$ cat config.mk
export PLATFORM = sky130hd
export DESIGN_NAME = rag_top
export DESIGN_NICKNAME = d
export VERILOG_FILES = /design/src/core/rag_pkg.sv /design/src/core/rag_gain_table.sv /design/src/core/rag_sync.sv /design/src/core/rag_top.sv
export SDC_FILE = /design/constraint.sdc
export NUM_CORES = 1
export LEC_CHECK = 0
export BUFFER_PORTS_ARGS = -buffer_cell sky130_fd_sc_hd__buf_2
export CORE_MARGIN = 10
export CORE_UTILIZATION = 43
export CTS_CLUSTER_SIZE = 30
export DETAILED_ROUTE_END_ITERATION = 10
export REMOVE_ABC_BUFFERS = 1
export SLEW_MARGIN = 20
export SYNTH_ARGS = -nofsm -noshare
export SYNTH_HDL_FRONTEND = slang
export SYNTH_SLANG_ARGS = --single-unit
$ cat constraint.sdc
create_clock -name MCLK -period 6.35 [get_ports MCLK]
set_input_delay 0.3175 -clock MCLK [delete_from_list [all_inputs] [get_ports MCLK]]
set_output_delay 0.3175 -clock MCLK [all_outputs]
set_load 0.05 [all_outputs]
$ cat src/core/rag_pkg.sv
package rag_pkg;

  // ------------------------------------------------------------
  // register map (byte addresses on the plain register port)
  // ------------------------------------------------------------
  localparam logic [7:0] RAG_OFF_CLIP = 8'h1E;
  localparam logic [7:0] RAG_OFF_SATCNT = 8'h20;
  localparam logic [7:0] RAG_OFF_UPDCTL = 8'h22;
  localparam logic [7:0] RAG_OFF_HISAT = 8'h24;
  localparam logic [7:0] RAG_OFF_LOCKIN = 8'h26;
  localparam logic [7:0] RAG_OFF_WINPOS = 8'h28;
  localparam logic [7:0] RAG_OFF_BACKOFF = 8'h2A;
  localparam logic [7:0] RAG_OFF_TADDR = 8'h2C;
  localparam logic [7:0] RAG_OFF_TDATA = 8'h2E;
  localparam logic [7:0] RAG_OFF_LGAIN = 8'h30;
  localparam logic [7:0] RAG_OFF_MANUAL = 8'h32;
  localparam logic [7:0] RAG_OFF_TEST = 8'h34;
  localparam logic [7:0] RAG_OFF_RFTHR = 8'h36;
  localparam logic [7:0] RAG_OFF_MIDLOW = 8'h38;
  localparam logic [7:0] RAG_OFF_WINNEG = 8'h3A;
  localparam int RAG_NREGS = 15;
  localparam logic [7:0] RAG_REG_RESET = 8'h00;

  // registers sit on every second byte address
  localparam int RAG_IX_CLIP = (RAG_OFF_CLIP - RAG_OFF_CLIP) / 2;
  localparam int RAG_IX_SATCNT = (RAG_OFF_SATCNT - RAG_OFF_CLIP) / 2;
  localparam int RAG_IX_UPDCTL = (RAG_OFF_UPDCTL - RAG_OFF_CLIP) / 2;
  localparam int RAG_IX_HISAT = (RAG_OFF_HISAT - RAG_OFF_CLIP) / 2;
  localparam int RAG_IX_LOCKIN = (RAG_OFF_LOCKIN - RAG_OFF_CLIP) / 2;
  localparam int RAG_IX_WINPOS = (RAG_OFF_WINPOS - RAG_OFF_CLIP) / 2;
  localparam int RAG_IX_BACKOFF = (RAG_OFF_BACKOFF - RAG_OFF_CLIP) / 2;
  localparam int RAG_IX_TADDR = (RAG_OFF_TADDR - RAG_OFF_CLIP) / 2;
  localparam int RAG_IX_TDATA = (RAG_OFF_TDATA - RAG_OFF_CLIP) / 2;
  localparam int RAG_IX_LGAIN = (RAG_OFF_LGAIN - RAG_OFF_CLIP) / 2;
  localparam int RAG_IX_MANUAL = (RAG_OFF_MANUAL - RAG_OFF_CLIP) / 2;
  localparam int RAG_IX_TEST = (RAG_OFF_TEST - RAG_OFF_CLIP) / 2;
  localparam int RAG_IX_RFTHR = (RAG_OFF_RFTHR - RAG_OFF_CLIP) / 2;
  localparam int RAG_IX_MIDLOW = (RAG_OFF_MIDLOW - RAG_OFF_CLIP) / 2;
  localparam int RAG_IX_WINNEG = (RAG_OFF_WINNEG - RAG_OFF_CLIP) / 2;

  // ------------------------------------------------------------
  // single-bit field positions
  // ------------------------------------------------------------
  localparam int RAG_B_CIR_UPD = 7;
  localparam int RAG_B_LUT_RD = 5;
  localparam int RAG_B_MAN_RF = 7;
  localparam int RAG_B_CONT = 7;
  localparam int RAG_B_POL = 6;
  localparam int RAG_B_XUPD_DIS = 5;
  localparam int RAG_B_VFY_DIS = 4;
  localparam int RAG_B_ROF = 3;
  localparam int RAG_B_OVR = 2;
  localparam int RAG_B_RAND = 1;
  localparam int RAG_B_THR_DIS = 7;

  // ------------------------------------------------------------
  // loop arithmetic
  // ------------------------------------------------------------
  localparam logic [7:0] RAG_REF_LEVEL = 8'h3C;
  localparam int RAG_MEAN_SHIFT = 5;
  localparam int RAG_GAIN_SHIFT = 6;
  localparam logic [5:0] RAG_SAT_POS = 6'h1F;
  localparam logic [5:0] RAG_SAT_NEG = 6'h20;
  localparam logic [6:0] RAG_PN_SEED = 7'h7F;

  typedef enum logic [0:0] {
    RAG_ACQ = 1'b0,
    RAG_LOCK = 1'b1
  } rag_lock_t;

endpackage : rag_pkg

$ cat src/core/rag_gain_table.sv
`timescale 1ns/1ps
`default_nettype none
module rag_gain_table (
  input wire logic [4:0] addr_a,
  input wire logic [4:0] addr_b,
  output logic [6:0] data_a,
  output logic [6:0] data_b
);
  // level in half-dB of (index + 1), a coarse log of mean magnitude
  localparam logic [6:0] TBL [32] = '{
    7'h00, 7'h0C, 7'h13, 7'h18, 7'h1C, 7'h1F, 7'h22, 7'h24,
    7'h26, 7'h28, 7'h2A, 7'h2B, 7'h2D, 7'h2E, 7'h2F, 7'h30,
    7'h31, 7'h32, 7'h33, 7'h34, 7'h35, 7'h36, 7'h36, 7'h37,
    7'h38, 7'h39, 7'h39, 7'h3A, 7'h3A, 7'h3B, 7'h3C, 7'h3C
  };

  assign data_a = TBL[addr_a];
  assign data_b = TBL[addr_b];
endmodule : rag_gain_table
`default_nettype wire

$ cat src/core/rag_sync.sv
`timescale 1ns/1ps
`default_nettype none
module rag_sync (
  input wire logic clk,
  input wire logic arst_n,
  output logic q
);
  logic s1_q;

  // releases reset two edges after the pin lets go
  always_ff @(posedge clk or negedge arst_n) begin
    if (!arst_n) begin
      s1_q <= 1'b0;
      q <= 1'b0;
    end else begin
      s1_q <= 1'b1;
      q <= s1_q;
    end
  end
endmodule : rag_sync
`default_nettype wire

$ cat src/core/rag_top.sv
`timescale 1ns/1ps
`default_nettype none
module rag_top
  import rag_pkg::*;
(
  input wire logic MCLK,
  input wire logic RESETN,
  input wire logic [7:0] ADDR,
  input wire logic [7:0] WDATA,
  input wire logic WR,
  input wire logic RD,
  output logic [7:0] RDATA,
  input wire logic signed [5:0] RX_I,
  input wire logic signed [5:0] RX_Q,
  input wire logic CIR_INGEST,
  input wire logic FREEZE,
  input wire logic PN_ENABLE,
  input wire logic [7:0] CW_METRIC,
  output logic [6:0] IF_GAIN,
  output logic RF_PAD_CONTROL_OUTPUT,
  output logic GAIN_LOCKED_FLAG,
  output logic CONTINUOUS_TONE_DETECT,
  output logic [6:0] SIGNAL_LEVEL
);

  // ------------------------------------------------------------
  // reset release
  // ------------------------------------------------------------
  logic rst_n;

  rag_sync u_rst (
    .clk(MCLK),
    .arst_n(RESETN),
    .q(rst_n)
  );

  // ------------------------------------------------------------
  // register file
  // ------------------------------------------------------------
  logic [7:0] reg_q [RAG_NREGS];
  logic hit;
  logic [3:0] idx;

  assign hit = !ADDR[0] && (ADDR >= RAG_OFF_CLIP) && (ADDR <= RAG_OFF_WINNEG);
  assign idx = 4'((ADDR - RAG_OFF_CLIP) >> 1);

  // all eight bits stored, spare ones only read back
  for (genvar g = 0; g < RAG_NREGS; g++) begin : g_reg
    always_ff @(posedge MCLK or negedge rst_n) begin
      if (!rst_n) begin
        reg_q[g] <= RAG_REG_RESET;
      end else if (WR && hit && idx == 4'(g)) begin
        reg_q[g] <= WDATA;
      end
    end
  end

  logic [6:0] clip_f, man_if, rf_thr, tbl_a, tbl_b;
  logic [3:0] mid_cnt, low_cnt, hi_cnt, mid_att, low_att;
  logic [4:0] hi_att, lock_in, win_pos, win_neg, taddr;
  logic [5:0] tmr_cnt, backoff;
  logic [2:0] cw_scale;
  logic cir_upd, lut_rd, man_rf, cont, pol, xupd_dis, vfy_dis;
  logic rof, ovr, rnd, thr_dis;

  assign clip_f = reg_q[RAG_IX_CLIP][6:0];
  assign mid_cnt = reg_q[RAG_IX_SATCNT][7:4];
  assign low_cnt = reg_q[RAG_IX_SATCNT][3:0];
  assign cir_upd = reg_q[RAG_IX_UPDCTL][RAG_B_CIR_UPD];
  assign tmr_cnt = reg_q[RAG_IX_UPDCTL][5:0];
  assign hi_att = reg_q[RAG_IX_HISAT][7:4] == 4'hF ? 5'h0F : {1'b0, reg_q[RAG_IX_HISAT][7:4]};
  assign hi_cnt = reg_q[RAG_IX_HISAT][3:0];
  assign cw_scale = reg_q[RAG_IX_LOCKIN][7:5];
  assign lock_in = reg_q[RAG_IX_LOCKIN][4:0];
  assign win_pos = reg_q[RAG_IX_WINPOS][4:0];
  assign backoff = reg_q[RAG_IX_BACKOFF][5:0];
  assign lut_rd = reg_q[RAG_IX_TADDR][RAG_B_LUT_RD];
  assign taddr = reg_q[RAG_IX_TADDR][4:0];
  assign man_rf = reg_q[RAG_IX_MANUAL][RAG_B_MAN_RF];
  assign man_if = reg_q[RAG_IX_MANUAL][6:0];
  assign cont = reg_q[RAG_IX_TEST][RAG_B_CONT];
  assign pol = reg_q[RAG_IX_TEST][RAG_B_POL];
  assign xupd_dis = reg_q[RAG_IX_TEST][RAG_B_XUPD_DIS];
  assign vfy_dis = reg_q[RAG_IX_TEST][RAG_B_VFY_DIS];
  assign rof = reg_q[RAG_IX_TEST][RAG_B_ROF];
  assign ovr = reg_q[RAG_IX_TEST][RAG_B_OVR];
  assign rnd = reg_q[RAG_IX_TEST][RAG_B_RAND];
  assign thr_dis = reg_q[RAG_IX_RFTHR][RAG_B_THR_DIS];
  assign rf_thr = reg_q[RAG_IX_RFTHR][6:0];
  assign mid_att = reg_q[RAG_IX_MIDLOW][7:4];
  assign low_att = reg_q[RAG_IX_MIDLOW][3:0];
  assign win_neg = reg_q[RAG_IX_WINNEG][4:0];

  // ------------------------------------------------------------
  // gain table and read port
  // ------------------------------------------------------------
  logic [4:0] lvl_idx;

  rag_gain_table u_tbl (
    .addr_a(taddr),
    .addr_b(lvl_idx),
    .data_a(tbl_a),
    .data_b(tbl_b)
  );

  // read data live for exactly one cycle, zero otherwise
  always_ff @(posedge MCLK or negedge rst_n) begin
    if (!rst_n) begin
      RDATA <= 8'h00;
    end else if (RD && hit) begin
      if (idx == 4'(RAG_IX_TDATA) && lut_rd) begin
        RDATA <= {1'b0, tbl_a};
      end else begin
        RDATA <= reg_q[idx];
      end
    end else begin
      RDATA <= 8'h00;
    end
  end

  // ------------------------------------------------------------
  // loop inputs and pseudo-noise source
  // ------------------------------------------------------------
  logic [6:0] pn_q;
  logic signed [5:0] s_i, s_q;

  // holding the seed while disabled gives the clear-then-set init
  always_ff @(posedge MCLK or negedge rst_n) begin
    if (!rst_n) begin
      pn_q <= RAG_PN_SEED;
    end else if (!PN_ENABLE) begin
      pn_q <= RAG_PN_SEED;
    end else begin
      pn_q <= {pn_q[5:0], pn_q[6] ^ pn_q[5]};
    end
  end

  assign s_i = (rnd && PN_ENABLE) ? pn_q[5:0] : RX_I;
  assign s_q = (rnd && PN_ENABLE) ? {pn_q[0], pn_q[6:2]} : RX_Q;

  function automatic logic [5:0] mag6(input logic [5:0] v);
    mag6 = v[5] ? 6'(-v) : v;
  endfunction : mag6

  function automatic logic is_sat(input logic [5:0] v);
    is_sat = (v == RAG_SAT_POS) || (v == RAG_SAT_NEG);
  endfunction : is_sat

  // ------------------------------------------------------------
  // cycle timer and accumulation
  // ------------------------------------------------------------
  logic [5:0] tmr_q;
  logic cyc_end;
  logic [12:0] sum_q;
  logic [6:0] satc_q;

  // timer values below 32 are not supported; 1 to 31 shorten the cycle, 0 gives a 64-clock cycle
  assign cyc_end = tmr_q >= 6'(tmr_cnt - 6'h01);

  always_ff @(posedge MCLK or negedge rst_n) begin
    if (!rst_n) begin
      tmr_q <= 6'h00;
    end else begin
      tmr_q <= cyc_end ? 6'h00 : 6'(tmr_q + 6'h01);
    end
  end

  always_ff @(posedge MCLK or negedge rst_n) begin
    if (!rst_n) begin
      sum_q <= 13'h0000;
      satc_q <= 7'h00;
    end else if (cyc_end) begin
      sum_q <= 13'h0000;
      satc_q <= 7'h00;
    end else begin
      sum_q <= 13'(sum_q + mag6(s_i) + mag6(s_q));
      satc_q <= 7'(satc_q + is_sat(s_i) + is_sat(s_q));
    end
  end

  // ------------------------------------------------------------
  // error, correction and attenuation step
  // ------------------------------------------------------------
  logic [7:0] mean;
  logic signed [7:0] err;
  logic [7:0] err_mag;
  logic signed [15:0] prod;
  logic signed [7:0] corr;
  logic [6:0] step;
  logic signed [9:0] nxt_raw;
  logic [6:0] acc_q, acc_nx;

  assign mean = 8'(sum_q >> RAG_MEAN_SHIFT);
  assign lvl_idx = (mean[7:2] > 6'h1F) ? 5'h1F : mean[6:2];
  // positive error asks for more attenuation
  assign err = 8'({1'b0, tbl_b} + {2'b00, backoff} - RAG_REF_LEVEL);
  assign err_mag = err[7] ? 8'(-err) : err;
  assign prod = err * $signed({1'b0, reg_q[RAG_IX_LGAIN][6:0]});
  assign corr = 8'(prod >>> RAG_GAIN_SHIFT);

  always_comb begin
    if (satc_q > {3'b000, hi_cnt}) begin
      step = {1'b0, hi_att, 1'b0};
    end else if (satc_q > {3'b000, mid_cnt}) begin
      step = {2'b00, mid_att, 1'b0};
    end else if (satc_q > {3'b000, low_cnt}) begin
      step = {3'b000, low_att};
    end else begin
      step = 7'h00;
    end
  end

  // a saturation step replaces the linear correction for that cycle
  assign nxt_raw = (step != 7'h00) ? $signed({3'b000, acc_q}) + $signed({3'b000, step})
                                   : $signed({3'b000, acc_q}) + 10'(corr);

  always_comb begin
    if (nxt_raw < 10'sh000) begin
      acc_nx = 7'h00;
    end else if (nxt_raw > $signed({3'b000, clip_f})) begin
      acc_nx = clip_f;
    end else begin
      acc_nx = nxt_raw[6:0];
    end
  end

  // ------------------------------------------------------------
  // lock tracking
  // ------------------------------------------------------------
  rag_lock_t state_q, state_d;
  logic vfy_q, run, in_inner, out_outer, lock_decl;

  assign run = !FREEZE || rof;
  assign in_inner = (err_mag <= {3'b000, lock_in}) && (step == 7'h00);
  assign out_outer = (err > $signed({3'b000, win_pos}))
                     || (err < -$signed({2'b00, win_neg, 1'b0}));
  assign lock_decl = (state_q == RAG_ACQ) && cyc_end && run && in_inner && (vfy_dis || vfy_q);

  always_comb begin
    state_d = state_q;
    unique case (state_q)
      RAG_ACQ: begin
        if (lock_decl) begin
          state_d = RAG_LOCK;
        end
      end
      RAG_LOCK: begin
        if (cyc_end && run && out_outer) begin
          state_d = RAG_ACQ;
        end
      end
    endcase
  end

  always_ff @(posedge MCLK or negedge rst_n) begin
    if (!rst_n) begin
      state_q <= RAG_ACQ;
      GAIN_LOCKED_FLAG <= 1'b0;
    end else begin
      state_q <= state_d;
      GAIN_LOCKED_FLAG <= (state_d == RAG_LOCK);
    end
  end

  // one earlier in-window cycle is needed before lock when verifying
  always_ff @(posedge MCLK or negedge rst_n) begin
    if (!rst_n) begin
      vfy_q <= 1'b0;
    end else if (cyc_end && run) begin
      vfy_q <= in_inner && (state_q == RAG_ACQ);
    end
  end

  // ------------------------------------------------------------
  // gain accumulator update
  // ------------------------------------------------------------
  logic mode_ok, cir_ok, upd_en;

  assign mode_ok = ((state_q == RAG_ACQ) && !FREEZE) || (cont && rof);
  assign cir_ok = !CIR_INGEST || cir_upd;
  assign upd_en = cyc_end && cir_ok && (mode_ok || (lock_decl && !xupd_dis));

  always_ff @(posedge MCLK or negedge rst_n) begin
    if (!rst_n) begin
      acc_q <= 7'h00;
    end else if (upd_en) begin
      acc_q <= acc_nx;
    end else if (acc_q > clip_f) begin
      acc_q <= clip_f;
    end
  end

  // estimate keeps moving under run-on-freeze even when gain is held
  always_ff @(posedge MCLK or negedge rst_n) begin
    if (!rst_n) begin
      SIGNAL_LEVEL <= 7'h00;
    end else if (cyc_end && run) begin
      SIGNAL_LEVEL <= tbl_b;
    end
  end

  // ------------------------------------------------------------
  // front-end gain outputs and tone detect
  // ------------------------------------------------------------
  logic pad_remove;

  assign pad_remove = ovr ? man_rf : (!thr_dis && (acc_q < rf_thr));

  always_ff @(posedge MCLK or negedge rst_n) begin
    if (!rst_n) begin
      IF_GAIN <= 7'h00;
      RF_PAD_CONTROL_OUTPUT <= 1'b0;
    end else begin
      IF_GAIN <= ovr ? man_if : acc_q;
      RF_PAD_CONTROL_OUTPUT <= pad_remove ^ pol;
    end
  end

  always_ff @(posedge MCLK or negedge rst_n) begin
    if (!rst_n) begin
      CONTINUOUS_TONE_DETECT <= 1'b0;
    end else begin
      CONTINUOUS_TONE_DETECT <= (cw_scale == 3'h0)
                                || (CW_METRIC >= 8'({3'b000, lock_in} * {5'b00000, cw_scale}));
    end
  end

  // ------------------------------------------------------------
  // checks
  // ------------------------------------------------------------
  property p_clip;
    @(posedge MCLK) disable iff (!rst_n) 1'b1 |=> acc_q <= $past(clip_f);
  endproperty
  a_clip: assert property (p_clip) else $error("gain above clip");

  property p_ovr_if;
    @(posedge MCLK) disable iff (!rst_n) ovr |=> IF_GAIN == $past(man_if);
  endproperty
  a_ovr_if: assert property (p_ovr_if) else $error("override IF gain wrong");

  property p_ovr_rf;
    @(posedge MCLK) disable iff (!rst_n) ovr |=> RF_PAD_CONTROL_OUTPUT == ($past(man_rf) ^ $past(pol));
  endproperty
  a_ovr_rf: assert property (p_ovr_rf) else $error("manual RF control wrong");

  property p_thr;
    @(posedge MCLK) disable iff (!rst_n) (!ovr && !thr_dis && acc_q < rf_thr) |=> RF_PAD_CONTROL_OUTPUT == !$past(pol);
  endproperty
  a_thr: assert property (p_thr) else $error("pad not removed below threshold");

  property p_lut;
    @(posedge MCLK) disable iff (!rst_n) (RD && hit && idx == 4'(RAG_IX_TDATA) && lut_rd) |=> RDATA == {1'b0, $past(tbl_a)};
  endproperty
  a_lut: assert property (p_lut) else $error("table read wrong");

  property p_hi_step;
    @(posedge MCLK) disable iff (!rst_n)
      (upd_en && satc_q > {3'b000, hi_cnt} && nxt_raw <= $signed({3'b000, clip_f}))
      |=> acc_q == 7'($past(acc_q) + {$past(hi_att), 1'b0});
  endproperty
  a_hi_step: assert property (p_hi_step) else $error("high step wrong");

  property p_cir;
    @(posedge MCLK) disable iff (!rst_n) (cyc_end && CIR_INGEST && !cir_upd && acc_q <= clip_f) |=> $stable(acc_q);
  endproperty
  a_cir: assert property (p_cir) else $error("gain moved during ingest");

  property p_extra;
    @(posedge MCLK) disable iff (!rst_n) (lock_decl && !xupd_dis && cir_ok) |=> acc_q == $past(acc_nx);
  endproperty
  a_extra: assert property (p_extra) else $error("missing lock update");

  property p_verify;
    @(posedge MCLK) disable iff (!rst_n) (state_q == RAG_ACQ && !vfy_dis && !vfy_q) |=> state_q == RAG_ACQ;
  endproperty
  a_verify: assert property (p_verify) else $error("lock without verify");

  property p_cw;
    @(posedge MCLK) disable iff (!rst_n) (cw_scale == 3'h0) |=> CONTINUOUS_TONE_DETECT;
  endproperty
  a_cw: assert property (p_cw) else $error("tone detect not forced");

endmodule : rag_top
`default_nettype wire

**After elaboration in Yosys (flattened, before gate mapping)**

Memory sizes are Yosys's and may differ from the RTL's.
Index checks and enable logic that the tools add are counted.

- Add/subtract/negate cells: 15
- $mul: 2
- Magnitude comparators: 18
- Eq/ne operators: 19
- Multiplexer cells: 33
- Bitwise gates (word level): 6
- Reductions and logical operators: 54

Operators by type and width:

| cell | number |
|---|---|
| 2-to-1 mux 7 bit | 13 |
| 2-to-1 mux 8 bit | 5 |
| logical AND 1 bit | 35 |
| binary-select mux 8 bit (select 4 bit) | 1 |
| == test 4 bit, second input constant | 8 |
| 2-to-1 mux 6 bit | 5 |
| adder 13 x 6 -> 13 bit | 2 |
| > comparator 7 x 4 -> 1 bit | 3 |
| == test 4 x 3 -> 1 bit, second input constant | 4 |
| adder 7 x 1 -> 7 bit | 2 |
| multiplier 8 x 8 -> 14 bit | 1 |
| 2-to-1 mux 13 bit | 1 |
| == test 6 x 5 -> 1 bit, second input constant | 2 |
| == test 6 bit, second input constant | 2 |
| greater-or-equal comparator 6 bit, second input constant | 2 |
| negator 6 bit | 2 |
| NOT 5 -> 6 bit | 2 |
| > comparator 10 x 8 -> 1 bit | 1 |
| < comparator 10 x 1 -> 1 bit, second input constant | 1 |
| 2-to-1 mux 10 bit | 1 |
| adder 8 x 8 -> 9 bit | 1 |
| logical OR 1 bit | 9 |
| adder 7 x 6 -> 8 bit | 1 |
| adder 7 x 7 -> 8 bit | 1 |
| other kinds (33) | 42 |

- Flip-flop bits (word level): 188
- Memory bits (read-only): 448
- Input port bits: 43
- Logic and storage cells: 178
- Memories kept: 2

Memory list:

| memory | depth | width | read ports | clocked after Yosys merged registers in | write ports | RTL line | text |
|---|---|---|---|---|---|---|---|
| (name not given) | 32 | 7 | 1 | 0 | 0 | rag_gain_table.sv:18 | `assign data_b = TBL[addr_b];` |
| (name not given) | 32 | 7 | 1 | 0 | 0 | rag_gain_table.sv:17 | `assign data_a = TBL[addr_a];` |

**Depth between registers and ports, before layout**

Gate-level depths: netlist of run 1.

- Depth after elaboration: 18
- Gate-level depth with buffers: 44
- Mapped depth without buffers: 44

**Cells and area by module**

From an unflattened synthesis of run 1, not the netlist that was laid out.

- Cell total of the unflattened synthesis: 1519
- Area total of the unflattened synthesis: 15093.2 um^2

By module, submodules not included:

| module | times used | cells an instance | area an instance (um^2) |
|---|---|---|---|
| rag_top | 1 | 1422 | 14297.5 |
| rag_gain_table | 1 | 94 | 742.0 |
| rag_sync | 1 | 3 | 53.8 |

**Worst setup path after synthesis of run 1**

OpenSTA, ideal clock, no wires.

- Path type: reg-to-reg
- Start point: reg sum_q[12]
- End point: reg acc_q[0]
- Library setup time: 0.101 ns
- Arrival time: 8.594 ns
- Data required time: 6.249 ns
- Path slack: -2.345 ns
- Cell stages (with the launch flop): 41
- Path buffers: 0
- Clock period less this slack: 8.695 ns
- Cells stage by stage: dfrtp_1 > or2_2 > ha_1 > mux2i_1 > o21ai_0 > o21ai_0 > ha_1 > ha_1 > fa_1 > a21o_1 > a21oi_2 > xnor2_1 > and2_1 > fa_1 > inv_1 > fa_1 > inv_1 > fa_1 > [5 not listed] > a31o_2 > a21oi_1 > nor2b_1 > o21a_1 > nor2_1 > xnor2_1 > ha_1 > a21oi_1 > nand2_1 > xnor2_1 > mux2i_1 > ha_1 > nand3_1 > o22ai_1 > a21o_1 > o31a_1 > and3_1 > o32ai_1

- Word-level cells in the longest chain between the ends: 18
- Elaborated cells between the ends (all ways): 26
- Those cells by class: add/sub (4); mul (1); order compare (4); mux (8); bitwise (1); reduce/logical (7); memory (1)

Ends and longest elaborated chain:

| element | RTL line | text |
|---|---|---|
| start: declaration | rag_top.sv:154 | `logic [12:0] sum_q;` |
| start signal: assignment | rag_top.sv:176 | `sum_q <= 13'(sum_q + mag6(s_i) + mag6(s_q));` |
| > comparator 6 x 5 -> 1 bit (*) | rag_top.sv:194 | `assign lvl_idx = (mean[7:2] > 6'h1F) ? 5'h1F : mean[6:2];` |
| 2-to-1 mux 5 bit (*) | rag_top.sv:194 |  |
| NOT 5 -> 6 bit (implied by the code) (*) | rag_gain_table.sv:18 |  |
| memory (32 x 7 bit) (*) | - |  |
| 2-to-1 mux 7 bit (implied by the code) (*) (2 in a row) | rag_gain_table.sv:18 |  |
| named net tbl_b[1] | rag_top.sv:58 | `logic [6:0] clip_f, man_if, rf_thr, tbl_a, tbl_b;` |
| adder 7 x 6 -> 8 bit (*) | rag_top.sv:196 | `assign err = 8'({1'b0, tbl_b} + {2'b00, backoff} - RAG_REF_LEVEL);` |
| subtractor 8 x 6 -> 8 bit (*) | rag_top.sv:196 |  |
| parallel branches: the longest is 10 deep, another holds multiplier 8 x 8 -> 14 bit | - |  |
| end signal: assignment | rag_top.sv:287 | `acc_q <= acc_nx;` |
| end signal: assignment | rag_top.sv:289 | `acc_q <= clip_f;` |
| end: declaration | rag_top.sv:191 | `logic [6:0] acc_q, acc_nx;` |

Mark *: on every way through the listed nets, which the timed path passes. The select of a mux whose other input is x is not followed.
A chain may end at the register's enable or synchronous reset.

**Worst setup path in the final report of run 1**

- Start point: reg sum_q[12]
- End point: reg acc_q[6]

Same word-level chain as after synthesis.

==> impl_metrics.json, run 1 <==
{
  "clkLatencyLatePin_ns": 0.45,
  "ys_seq_elements": 187,
  "gp_congestion": 0.8723,
  "slowest_stage": "fa_1",
  "start_util_pct": 43.73,
  "power_density_nw_per_um2": 290.7,
  "path_max_fanout": 8,
  "worstRegToRegCells": 45,
  "place_area_um2": 16200,
  "synth-simple-area-share_pct": 13.00,
  "hp-class": "input pin to flip-flop",
  "setup_violations": 7,
  "vias": 11740,
  "drc_errors": 0,
  "end_kind": "flip-flop",
  "regArea_um2": 4692,
  "synth_top_cell_area_share_pct": 30.57,
  "layout_min_cycle_time_ns": 8.531,
  "n_antenna_cell": 0,
  "synth_top_area_cell": "dfrtp_1",
  "ys.flop_type": "dfrtp_1",
  "synthAdderAreaFrac_pct": 20.60,
  "cts_tree": "built",
  "critPathLaunchType": "flip-flop",
  "crit_type": "flip-flop to flip-flop",
  "htreeDepth": 4,
  "finalInstanceArea_um2": 17320,
  "grt_max_degree": 186,
  "postSynthAreaPerCell_um2": 9.714,
  "n_fill_cell": 3074,
  "cp.arrival_ns": 8.89,
  "grt_pass1_wl_um": 66030,
  "synthDistinctLibCells": 79,
  "ys_warn_count": 0,
  "final.setup_skew_ns": 0.02368,
  "routed_wl_um": 41320,
  "synth_most_common_cell": "dfrtp_1",
  "initialDrtViolationCount": 842,
  "synth.top_cells.by_area": "dfrtp_1 (31%), ha_1 (13%), fa_1 (7.6%)",
  "wire_per_inst_um": 19.44,
  "dp_hpwl_um": 30660,
  "synth_seq_area_share_pct": 31.82,
  "portBuffers": 66,
  "synth_common_cells": "dfrtp_1 (180), inv_1 (162), ha_1 (153), nand2_1 (116), o21ai_0 (100)",
  "design.portCount": 68,
  "antenna_found_initial": 0,
  "root_buffer": "clkbuf_16",
  "grt_pass1_vias": 11910,
  "cts_buffers": 17,
  "p_total_mw": 5.036,
  "synth_top_family_by_area": "adder cells",
  "synth-xor-area-share_pct": 4.101,
  "row_count": 67,
  "crit_start": "sum_q[12]",
  "drtPass1Iterations": 5,
  "clkSinkCount": 187,
  "status": "finished with violations",
  "nNetsFinal": 1917,
  "worst_pin_slew_ns": 1.038,
  "synth-compound-area-share_pct": 14.07,
  "final_antenna_net_count": 0,
  "die_area_um2": 42070,
  "clockBufferDepth": 2,
  "timing.rr.end": "acc_q[6]",
  "overflow": 0,
  "die_x_um": 205.1,
  "clkTransAtPathRegs_ns": 0.09,
  "synth_edf_count": 0,
  "drive_gt1_share_pct": 24.91,
  "relSlewSlack_pct": 30.54,
  "post-route-util_pct": 51.41,
  "area_growth_pct": 17.57,
  "hold_depth": 2,
  "multi_input_area_um2": 9519,
  "vias_per_cell": 5.522,
  "cp_slowest_stage_delay_ns": 0.53,
  "p_leak_nw": 8.684,
  "die_y_um": 205.1,
  "synthMuxAreaShare_pct": 10.55,
  "critPathRequiredTime_ns": 6.71,
  "period_share_pct": 134.3,
  "hold_viol_final": 0,
  "netlist_area_um2": 14740,
  "fmax_mhz": 117.2,
  "syn_inst": 1517,
  "whs_endpoint": "pn_q[0]",
  "r2r_start": "sum_q[12]",
  "cp_common_cell": "fa_1",
  "setup_ws_ns": -2.181,
  "maxCapViolations": 0,
  "r2r_slack_ns": -2.18,
  "vdd_drop_max_v": 0.0001888,
  "min_from": "PN_ENABLE",
  "rsz0062_at_grt": "yes",
  "grtUsageTotal_pct": 19.94,
  "core_area_um2": 33700,
  "async_flop_share_pct": 100.0,
  "finalMaxSlewViolations": 0,
  "violations": "negative setup slack"
}
timing repair:
item | in CTS | in global routing
endpoints found under the hold margin | 2 | 0
setup endpoints to repair | 7 | 7
setup buffers | 7 | 8
gates resized for setup | 20 | 59
hold buffers | 1 | 0
pin swaps | 22 | 45
worst max-delay path by stage:
stage                     to
floorplan           acc_q[1]
global placement    acc_q[5]
detailed placement  acc_q[5]
CTS                 acc_q[0]
global route        acc_q[2]
finish              acc_q[6]
layout by cell type, fill, tap and decap left out, drive strengths merged, types with 15 or more instances in the layout:
cell type / netlist / final
inv: 163 / 169
xor2: 32 / 32
ha: 153 / 153
nor2b: 15 / 15
o21ai: 103 / 103
nand3: 22 / 22
xnor2: 37 / 37
a21oi: 73 / 73
mux2: 94 / 94
nand2: 118 / 118
a21o: 24 / 24
nand2b: 16 / 16
nor2: 84 / 84
o22ai: 18 / 18
nor3: 16 / 16
mux2i: 18 / 18
fa: 56 / 56
clkbuf: 54 / 17
dfrtp: 180 / 180
buf: 6 / 188
and2: 50 / 50
routing by layer:
metal | share of wire (%) | GRT usage [%]
met5 | 0 | 0
met2 | 47 | 31.74
met3 | 5.6 | 3.254
met1 | 45 | 27.07
met4 | 2.7 | 6.537
logic make-up after synthesis:
group           after synthesis
xor+xnor                     69
buf+inv                     223
fa+ha+maj                   209
compound gates              319
mux                         126
simple gates                382
flops                       187
other cells                   2
flip-flops by register name, indices dropped and copies added (netlist names), 3 cells and up:
signal,cells
SIGNAL_LEVEL,6
cw_scale,3
pn_q,7
sum_q,13
lock_in,5
acc_q,7
backoff,6
low_att,4
mid_att,4
RDATA,8
hi_cnt,4
clip_f,7
low_cnt,4
satc_q,7
reg_q,66
mid_cnt,4
tmr_q,6
IF_GAIN,7
man_if,7
through the flow:
stage / std cells / TNS (ns) / hold slack (ns) / setup WS, ns
floorplan: 1457 / -16.81 / 0.02191 / -2.402
finish: 2126 / -15.15 / 0.1451 / -2.181
CTS: 2117 / -15.34 / 0.1326 / -2.244
detailed placement: 2077 / -17.95 / 0.1053 / -2.592
global route: 2126 / -17.95 / 0.1628 / -2.584
global placement: 2077 / -16.51 / 0.1038 / -2.378
final cells by class:
type                       instances  share of cell area (%)
clock buffer                      17                   2.456
clock inverter                    15                   1.119
inverter                         163                   3.546
multi-input combinational       1107                   54.95
sequential                       187                   27.08
tap                              448                   3.236
timing repair buffer             189                   7.612
power breakdown:
part	total (mW)	switching [mW]	leakage, nW	internal, mW
logic	2.42	1.37	6.04	1.05
registers	1.51	0.174	2.35	1.34
clock network	1.10	0.564	0.299	0.540
critical path, delay by kind of cell, from the launching register on:
| family | cells | cell delay [ns] |
|---|---|---|
| AO/OA/AOI/OAI | 15 | 2.23 |
| XOR/XNOR | 3 | 0.39 |
| adder cells (fa/ha/maj) | 11 | 3.79 |
| buffers and inverters | 6 | 0.48 |
| flip-flops | 1 | 0.43 |
| multiplexers | 1 | 0.12 |
| AND/OR/NAND/NOR | 9 | 1.02 |
(Power assumes the default switching activity.)
==> run 2: changes to the inputs <==
--- a/config.mk
+++ b/config.mk
@@ -11,7 +11,9 @@
 export CTS_CLUSTER_SIZE = 30
 export DETAILED_ROUTE_END_ITERATION = 10
 export REMOVE_ABC_BUFFERS = 1
+export SKIP_LAST_GASP = 1
 export SLEW_MARGIN = 20
 export SYNTH_ARGS = -nofsm -noshare
 export SYNTH_HDL_FRONTEND = slang
+export SYNTH_HIERARCHICAL = 1
 export SYNTH_SLANG_ARGS = --single-unit
==> run 2 against run 1 <==
The run still ends with negative setup slack left; sequential cell count increased by 1; routed wire length decreased by 2.0%; critical path type unchanged; count of clock-buffer cells in the layout unchanged; power decreased by 3.2%; worst setup slack got worse by 0.60 ns.
==> impl_metrics.json, run 2 <==
{
  "finalMaxSlewViolations": 0,
  "slowest_stage": "fa_1",
  "largestRegisters": "reg_q x66, sum_q x13, RDATA x8",
  "wire_per_inst_um": 18.73,
  "ys.flop_type": "dfrtp_1",
  "drc_errors": 0,
  "r2r_slack_ns": -2.78,
  "hp-class": "input pin to flip-flop",
  "dp_cells": 2103,
  "drive_gt1_share_pct": 22.07,
  "hold_viol_final": 0,
  "largest_reg_flops": 66,
  "overflow": 0,
  "clockBufferDepth": 2,
  "worst_pin_slew_ns": 1.013,
  "antenna_found_initial": 0,
  "synth_edf_count": 0,
  "netlist_area_um2": 15090,
  "initialDrtViolationCount": 684,
  "layout_min_cycle_time_ns": 9.130,
  "synth_common_cells": "dfrtp_1 (181), ha_1 (159), inv_1 (150), nand2_1 (104), mux2_1 (86)",
  "area_growth_pct": 17.05,
  "vdd_drop_max_v": 0.0002056,
  "postSynthAreaPerCell_um2": 9.936,
  "synth_top_area_cell": "dfrtp_1",
  "period_share_pct": 143.8,
  "row_count": 68,
  "die_y_um": 207.4,
  "root_buffer": "clkbuf_16",
  "clkSinkCount": 188,
  "vias_per_cell": 5.413,
  "drtPass1Iterations": 9,
  "violations": "negative setup slack",
  "rsz0062_at_grt": "yes",
  "synth_most_common_cell": "dfrtp_1",
  "portBuffers": 67,
  "whs_ns": 0.1355,
  "htreeDepth": 4,
  "n_antenna_cell": 0,
  "dp_hpwl_um": 30450,
  "critPathRequiredTime_ns": 6.73,
  "cp.arrival_ns": 9.51,
  "clkTransAtPathRegs_ns": 0.07,
  "p_leak_nw": 8.863,
  "synth_seq_area_share_pct": 31.23,
  "power_density_nw_per_um2": 275.9,
  "ys_seq_elements": 188,
  "core_area_um2": 34630,
  "stdcell_count": 2163,
  "fmax_mhz": 109.5,
  "grt_max_degree": 123,
  "die_x_um": 207.4,
  "final_cell_mix": "dfrtp_1 (180), ha_1 (151), inv_1 (145), buf_4 (143), nand2_1 (102)",
  "path_max_fanout": 6,
  "maxCapViolations": 0,
  "crit_type": "flip-flop to flip-flop",
  "dp_worst_setup_slack_ns": -3.265,
  "gp_congestion": 0.8771,
  "nNetsFinal": 1950,
  "cts_tree": "built",
  "setup_ws_ns": -2.780,
  "start_util_pct": 43.59,
  "relSlewSlack_pct": 32.23,
  "grt_pass1_vias": 11790,
  "setup_violations": 7,
  "grt_pass1_wl_um": 65000,
  "ys_warn_count": 6,
  "synth_top_cell_area_share_pct": 30.01,
  "routed_wl_um": 40510,
  "cp_slowest_stage_delay_ns": 0.54,
  "async_flop_share_pct": 100.0,
  "end_kind": "flip-flop",
  "critPathLaunchType": "flip-flop",
  "n_fill_cell": 3172,
  "grtUsageTotal_pct": 18.73,
  "finalInstanceArea_um2": 17670,
  "cts_buffers": 17,
  "top_register": "reg_q",
  "status": "finished with violations",
  "final.setup_skew_ns": 0.01076,
  "final_common_cell": "dfrtp_1",
  "die_area_um2": 42990,
  "synth.top_cells.by_area": "dfrtp_1 (30%), ha_1 (13%), fa_1 (7.0%)",
  "place_area_um2": 16650,
  "design.portCount": 68,
  "syn_inst": 1519,
  "vias": 11710,
  "synthDistinctLibCells": 89,
  "clkLatencyLatePin_ns": 0.45,
  "final_antenna_net_count": 0
}
## run 2: final timing paths
path,startpoint,endpoint,cells past startpoint
worst max-delay path,sum_q[12],acc_q[5],41
worst min-delay path,PN_ENABLE,pn_q[0],2
worst max register to register,sum_q[12],acc_q[5],41
worst min register to register,u_rst/s1_q,u_rst/q,0
max in group asynchronous,u_rst/q,sum_q[7],1
min in group asynchronous,RESETN,u_rst/q,2
## run 2: power breakdown
part           switching [mW]  internal (mW)  total, mW
clock network           0.534          0.556       1.09
logic                    1.24           1.07       2.30
registers               0.138           1.34       1.48
## run 2: cell type report
cell class                      count  area (um^2)  share of cell area, %
Tap cell                          455        569.3                  3.222
Sequential cell                   188         4717                  26.70
Multi-Input combinational cell   1120         9724                  55.04
Clock buffer                       17        425.4                  2.408
Clock inverter                     15        155.1                 0.8782
Inverter                          151        571.8                  3.237
Timing Repair Buffer              217         1504                  8.513
## run 2: critical path, delay by kind of cell (launching register included)
family | cells | cell delay (ns)
multiplexers | 3 | 0.89
buffers and inverters | 9 | 0.77
flip-flops | 1 | 0.40
AND/OR/NAND/NOR | 4 | 0.74
adder cells (fa/ha/maj) | 11 | 3.91
XOR/XNOR | 2 | 0.33
AO/OA/AOI/OAI | 12 | 2.00
## run 2: per-stage QoR
| step | TNS [ns] | util (%) | power, mW |
|---|---|---|---|
| after floorplan | -20.60 | - | 2.809 |
| after global placement | -21.53 | 48.09 | 3.527 |
| after detailed placement | -22.76 | 48.09 | 3.568 |
| after CTS | -18.98 | 50.53 | 4.806 |
| after global routing | -21.99 | 51.02 | 5.215 |
| final | -19.43 | 51.02 | 4.874 |
## run 2: logic make-up (layout without fill, tap and decap cells)
| family | count (synthesis) | count (layout) | synth area share (%) |
|---|---|---|---|
| XOR/XNOR | 69 | 69 | 4.054 |
| multiplexers | 144 | 144 | 11.77 |
| flip-flops | 188 | 188 | 31.23 |
| other | 2 | 3 | 0.04976 |
| AND/OR/NAND/NOR | 385 | 385 | 13.46 |
| AO/OA/AOI/OAI | 307 | 307 | 13.50 |
| adder cells (fa/ha/maj) | 212 | 212 | 20.21 |
| buffers and inverters | 212 | 400 | 5.728 |
## run 2: layer usage
layer / vias up / track usage (%) / part of all wire, %
met5: - / 0 / 0
met1: 5782 / 24.55 / 46
met2: 225 / 31.39 / 49
met3: 49 / 2.693 / 3.7
met4: 0 / 5.394 / 1.8
li1: 5652 / - / -
## run 2: timing repair
action	in CTS	in global routing
setup endpoints to repair	7	7
hold buffers	1	0
gates cloned	1	0
endpoints found under the hold margin	2	0
gates resized for setup	31	21
pin swaps	29	30
buffers inserted	16	10
==> run 3: changes to the inputs <==
--- a/config.mk
+++ b/config.mk
@@ -10,6 +10,7 @@
 export CORE_UTILIZATION = 43
 export CTS_CLUSTER_SIZE = 30
 export DETAILED_ROUTE_END_ITERATION = 10
+export RECOVER_POWER = 25
 export REMOVE_ABC_BUFFERS = 1
 export SKIP_LAST_GASP = 1
 export SLEW_MARGIN = 20
==> run 3 against run 2 <==
The flow finishes with violations (design-rule violations, max-capacitance violations, max-slew violations, negative setup slack); maximum frequency hardly changed; final cell count stayed put; non-clock buffer count stayed put; first-iteration DRC count is 6.6% lower; critical path type unchanged; largest power group unchanged.
==> impl_metrics.json, run 3 (synthesized netlist as in run 2, its figures left out) <==
{
  "status": "finished with violations",
  "violations": "design-rule violations, max-capacitance violations, max-slew violations, negative setup slack",
  "critPathRequiredTime_ns": 6.73,
  "worst_pin_slew_ns": 2.624,
  "vias_per_cell": 5.395,
  "critPathLaunchType": "flip-flop",
  "grt_pass1_vias": 11790,
  "vias": 11670,
  "setup_violations": 7,
  "htreeDepth": 4,
  "wire_per_inst_um": 18.76,
  "final_cell_mix": "dfrtp_1 (181), ha_1 (151), inv_1 (145), buf_4 (143), nand2_1 (102)",
  "cp.arrival_ns": 9.50,
  "final.setup_skew_ns": 0.01102,
  "area_growth_pct": 16.88,
  "design.portCount": 68,
  "initialDrtViolationCount": 639,
  "die_area_um2": 42990,
  "top_register": "reg_q",
  "largestRegisters": "reg_q x66, sum_q x13, RDATA x8",
  "cp_slowest_stage_delay_ns": 0.54,
  "dp_hpwl_um": 30450,
  "hold_viol_final": 0,
  "grt_max_degree": 123,
  "die_y_um": 207.4,
  "vdd_drop_max_v": 0.0002065,
  "power_density_nw_per_um2": 275.7,
  "final_common_cell": "dfrtp_1",
  "end_kind": "flip-flop",
  "clockBufferDepth": 2,
  "root_buffer": "clkbuf_16",
  "p_leak_nw": 8.802,
  "clkSinkCount": 188,
  "relSlewSlack_pct": -74.93,
  "stdcell_count": 2163,
  "slowest_stage": "fa_1",
  "cts_buffers": 17,
  "antenna_found_initial": 0,
  "core_area_um2": 34630,
  "path_max_fanout": 6,
  "fmax_mhz": 109.6,
  "grt_pass1_wl_um": 65000,
  "final_antenna_net_count": 0,
  "die_x_um": 207.4,
  "drc_errors": 1,
  "clkTransAtPathRegs_ns": 0.07,
  "grtUsageTotal_pct": 18.73,
  "worstRegToRegCells": 41,
  "rsz0062_at_grt": "yes",
  "hold_depth": 2,
  "routed_wl_um": 40570,
  "finalMaxSlewViolations": 65,
  "post-route-util_pct": 50.94,
  "row_count": 68,
  "layout_min_cycle_time_ns": 9.122,
  "setup_ws_ns": -2.772,
  "cts_tree": "built",
  "n_antenna_cell": 0,
  "gp_congestion": 0.8771,
  "drtPass1Iterations": 8,
  "drive_gt1_share_pct": 20.55,
  "largest_reg_flops": 66,
  "period_share_pct": 143.7,
  "hp-class": "input pin to flip-flop",
  "clkLatencyLatePin_ns": 0.46,
  "portBuffers": 67,
  "overflow": 0,
  "nNetsFinal": 1950,
  "crit_type": "flip-flop to flip-flop",
  "maxCapViolations": 1,
  "dp_cells": 2103,
  "start_util_pct": 43.59
}
run 3: critical path: cells and delay by family, from the launching register on:
| family | cells | cell delay (ns) |
|---|---|---|
| and+or+nand+nor | 4 | 0.74 |
| buffers and inverters | 9 | 0.78 |
| DFF | 1 | 0.40 |
| AOI/OAI and AO/OA | 12 | 2.00 |
| muxes | 3 | 0.89 |
| xor gates and xnor gates | 2 | 0.33 |
| adders and majority gates | 11 | 3.91 |
run 3: path summary, 6_finish.rpt:
kind / startpoint / to / slack (ns)
max in group asynchronous: u_rst/q / sum_q[7] / 3.58
setup reg to reg: sum_q[12] / acc_q[5] / -2.77
min in group asynchronous: RESETN / u_rst/s1_q / 0.17
setup / recovery: sum_q[12] / acc_q[5] / -2.77
hold / removal: PN_ENABLE / pn_q[0] / 0.13
hold reg to reg: u_rst/s1_q / u_rst/q / 0.35
run 3: per-stage QoR:
| stage | hold WS, ns | TNS (ns) | setup slack, ns | power [mW] | cell area (um^2) |
|---|---|---|---|---|---|
| floorplan | 0.02191 | -20.60 | -3.045 | 2.809 | 14800 |
| global placement | 0.1053 | -21.53 | -3.088 | 3.527 | 16650 |
| detailed placement | 0.1073 | -22.76 | -3.265 | 3.568 | 16650 |
| CTS | 0.1120 | -18.98 | -2.721 | 4.806 | 17500 |
| global route | 0.1435 | -21.99 | -3.160 | 5.207 | 17640 |
| finish | 0.1338 | -19.38 | -2.772 | 4.864 | 17640 |
run 3: what timing repair did:
item | 4_1_cts | 5_1_grt
gates resized for setup | 31 | 21
endpoints found under the hold margin | 2 | 0
gates cloned | 1 | 0
hold buffers | 1 | 0
pin swaps | 29 | 30
endpoints found under the setup margin | 7 | 7
buffers inserted | 16 | 10
run 3: power breakdown:
part / internal, mW / switching (mW) / leakage [nW] / total, mW
logic: 1.06 / 1.24 / 6.19 / 2.30
clock network: 0.556 / 0.531 / 0.278 / 1.09
registers: 1.34 / 0.139 / 2.34 / 1.48
run 3: metal layers:
layer,vias to the layer above,routed length (um),track usage (%)
met1,5744,18620,24.55
li1,5657,-,-
met5,-,0,0
met3,49,1353,2.693
met2,220,19870,31.39
met4,0,726,5.394
run 3: area by class of cell:
cell class	instances	area (um^2)
clock buffers	17	425.4
clock inverters	15	155.1
fillers	3180	16990
inverters	151	571.8
multi-input cells	1120	9724
flip-flops and latches	188	4713
well taps	455	569.3
repair buffers	217	1481
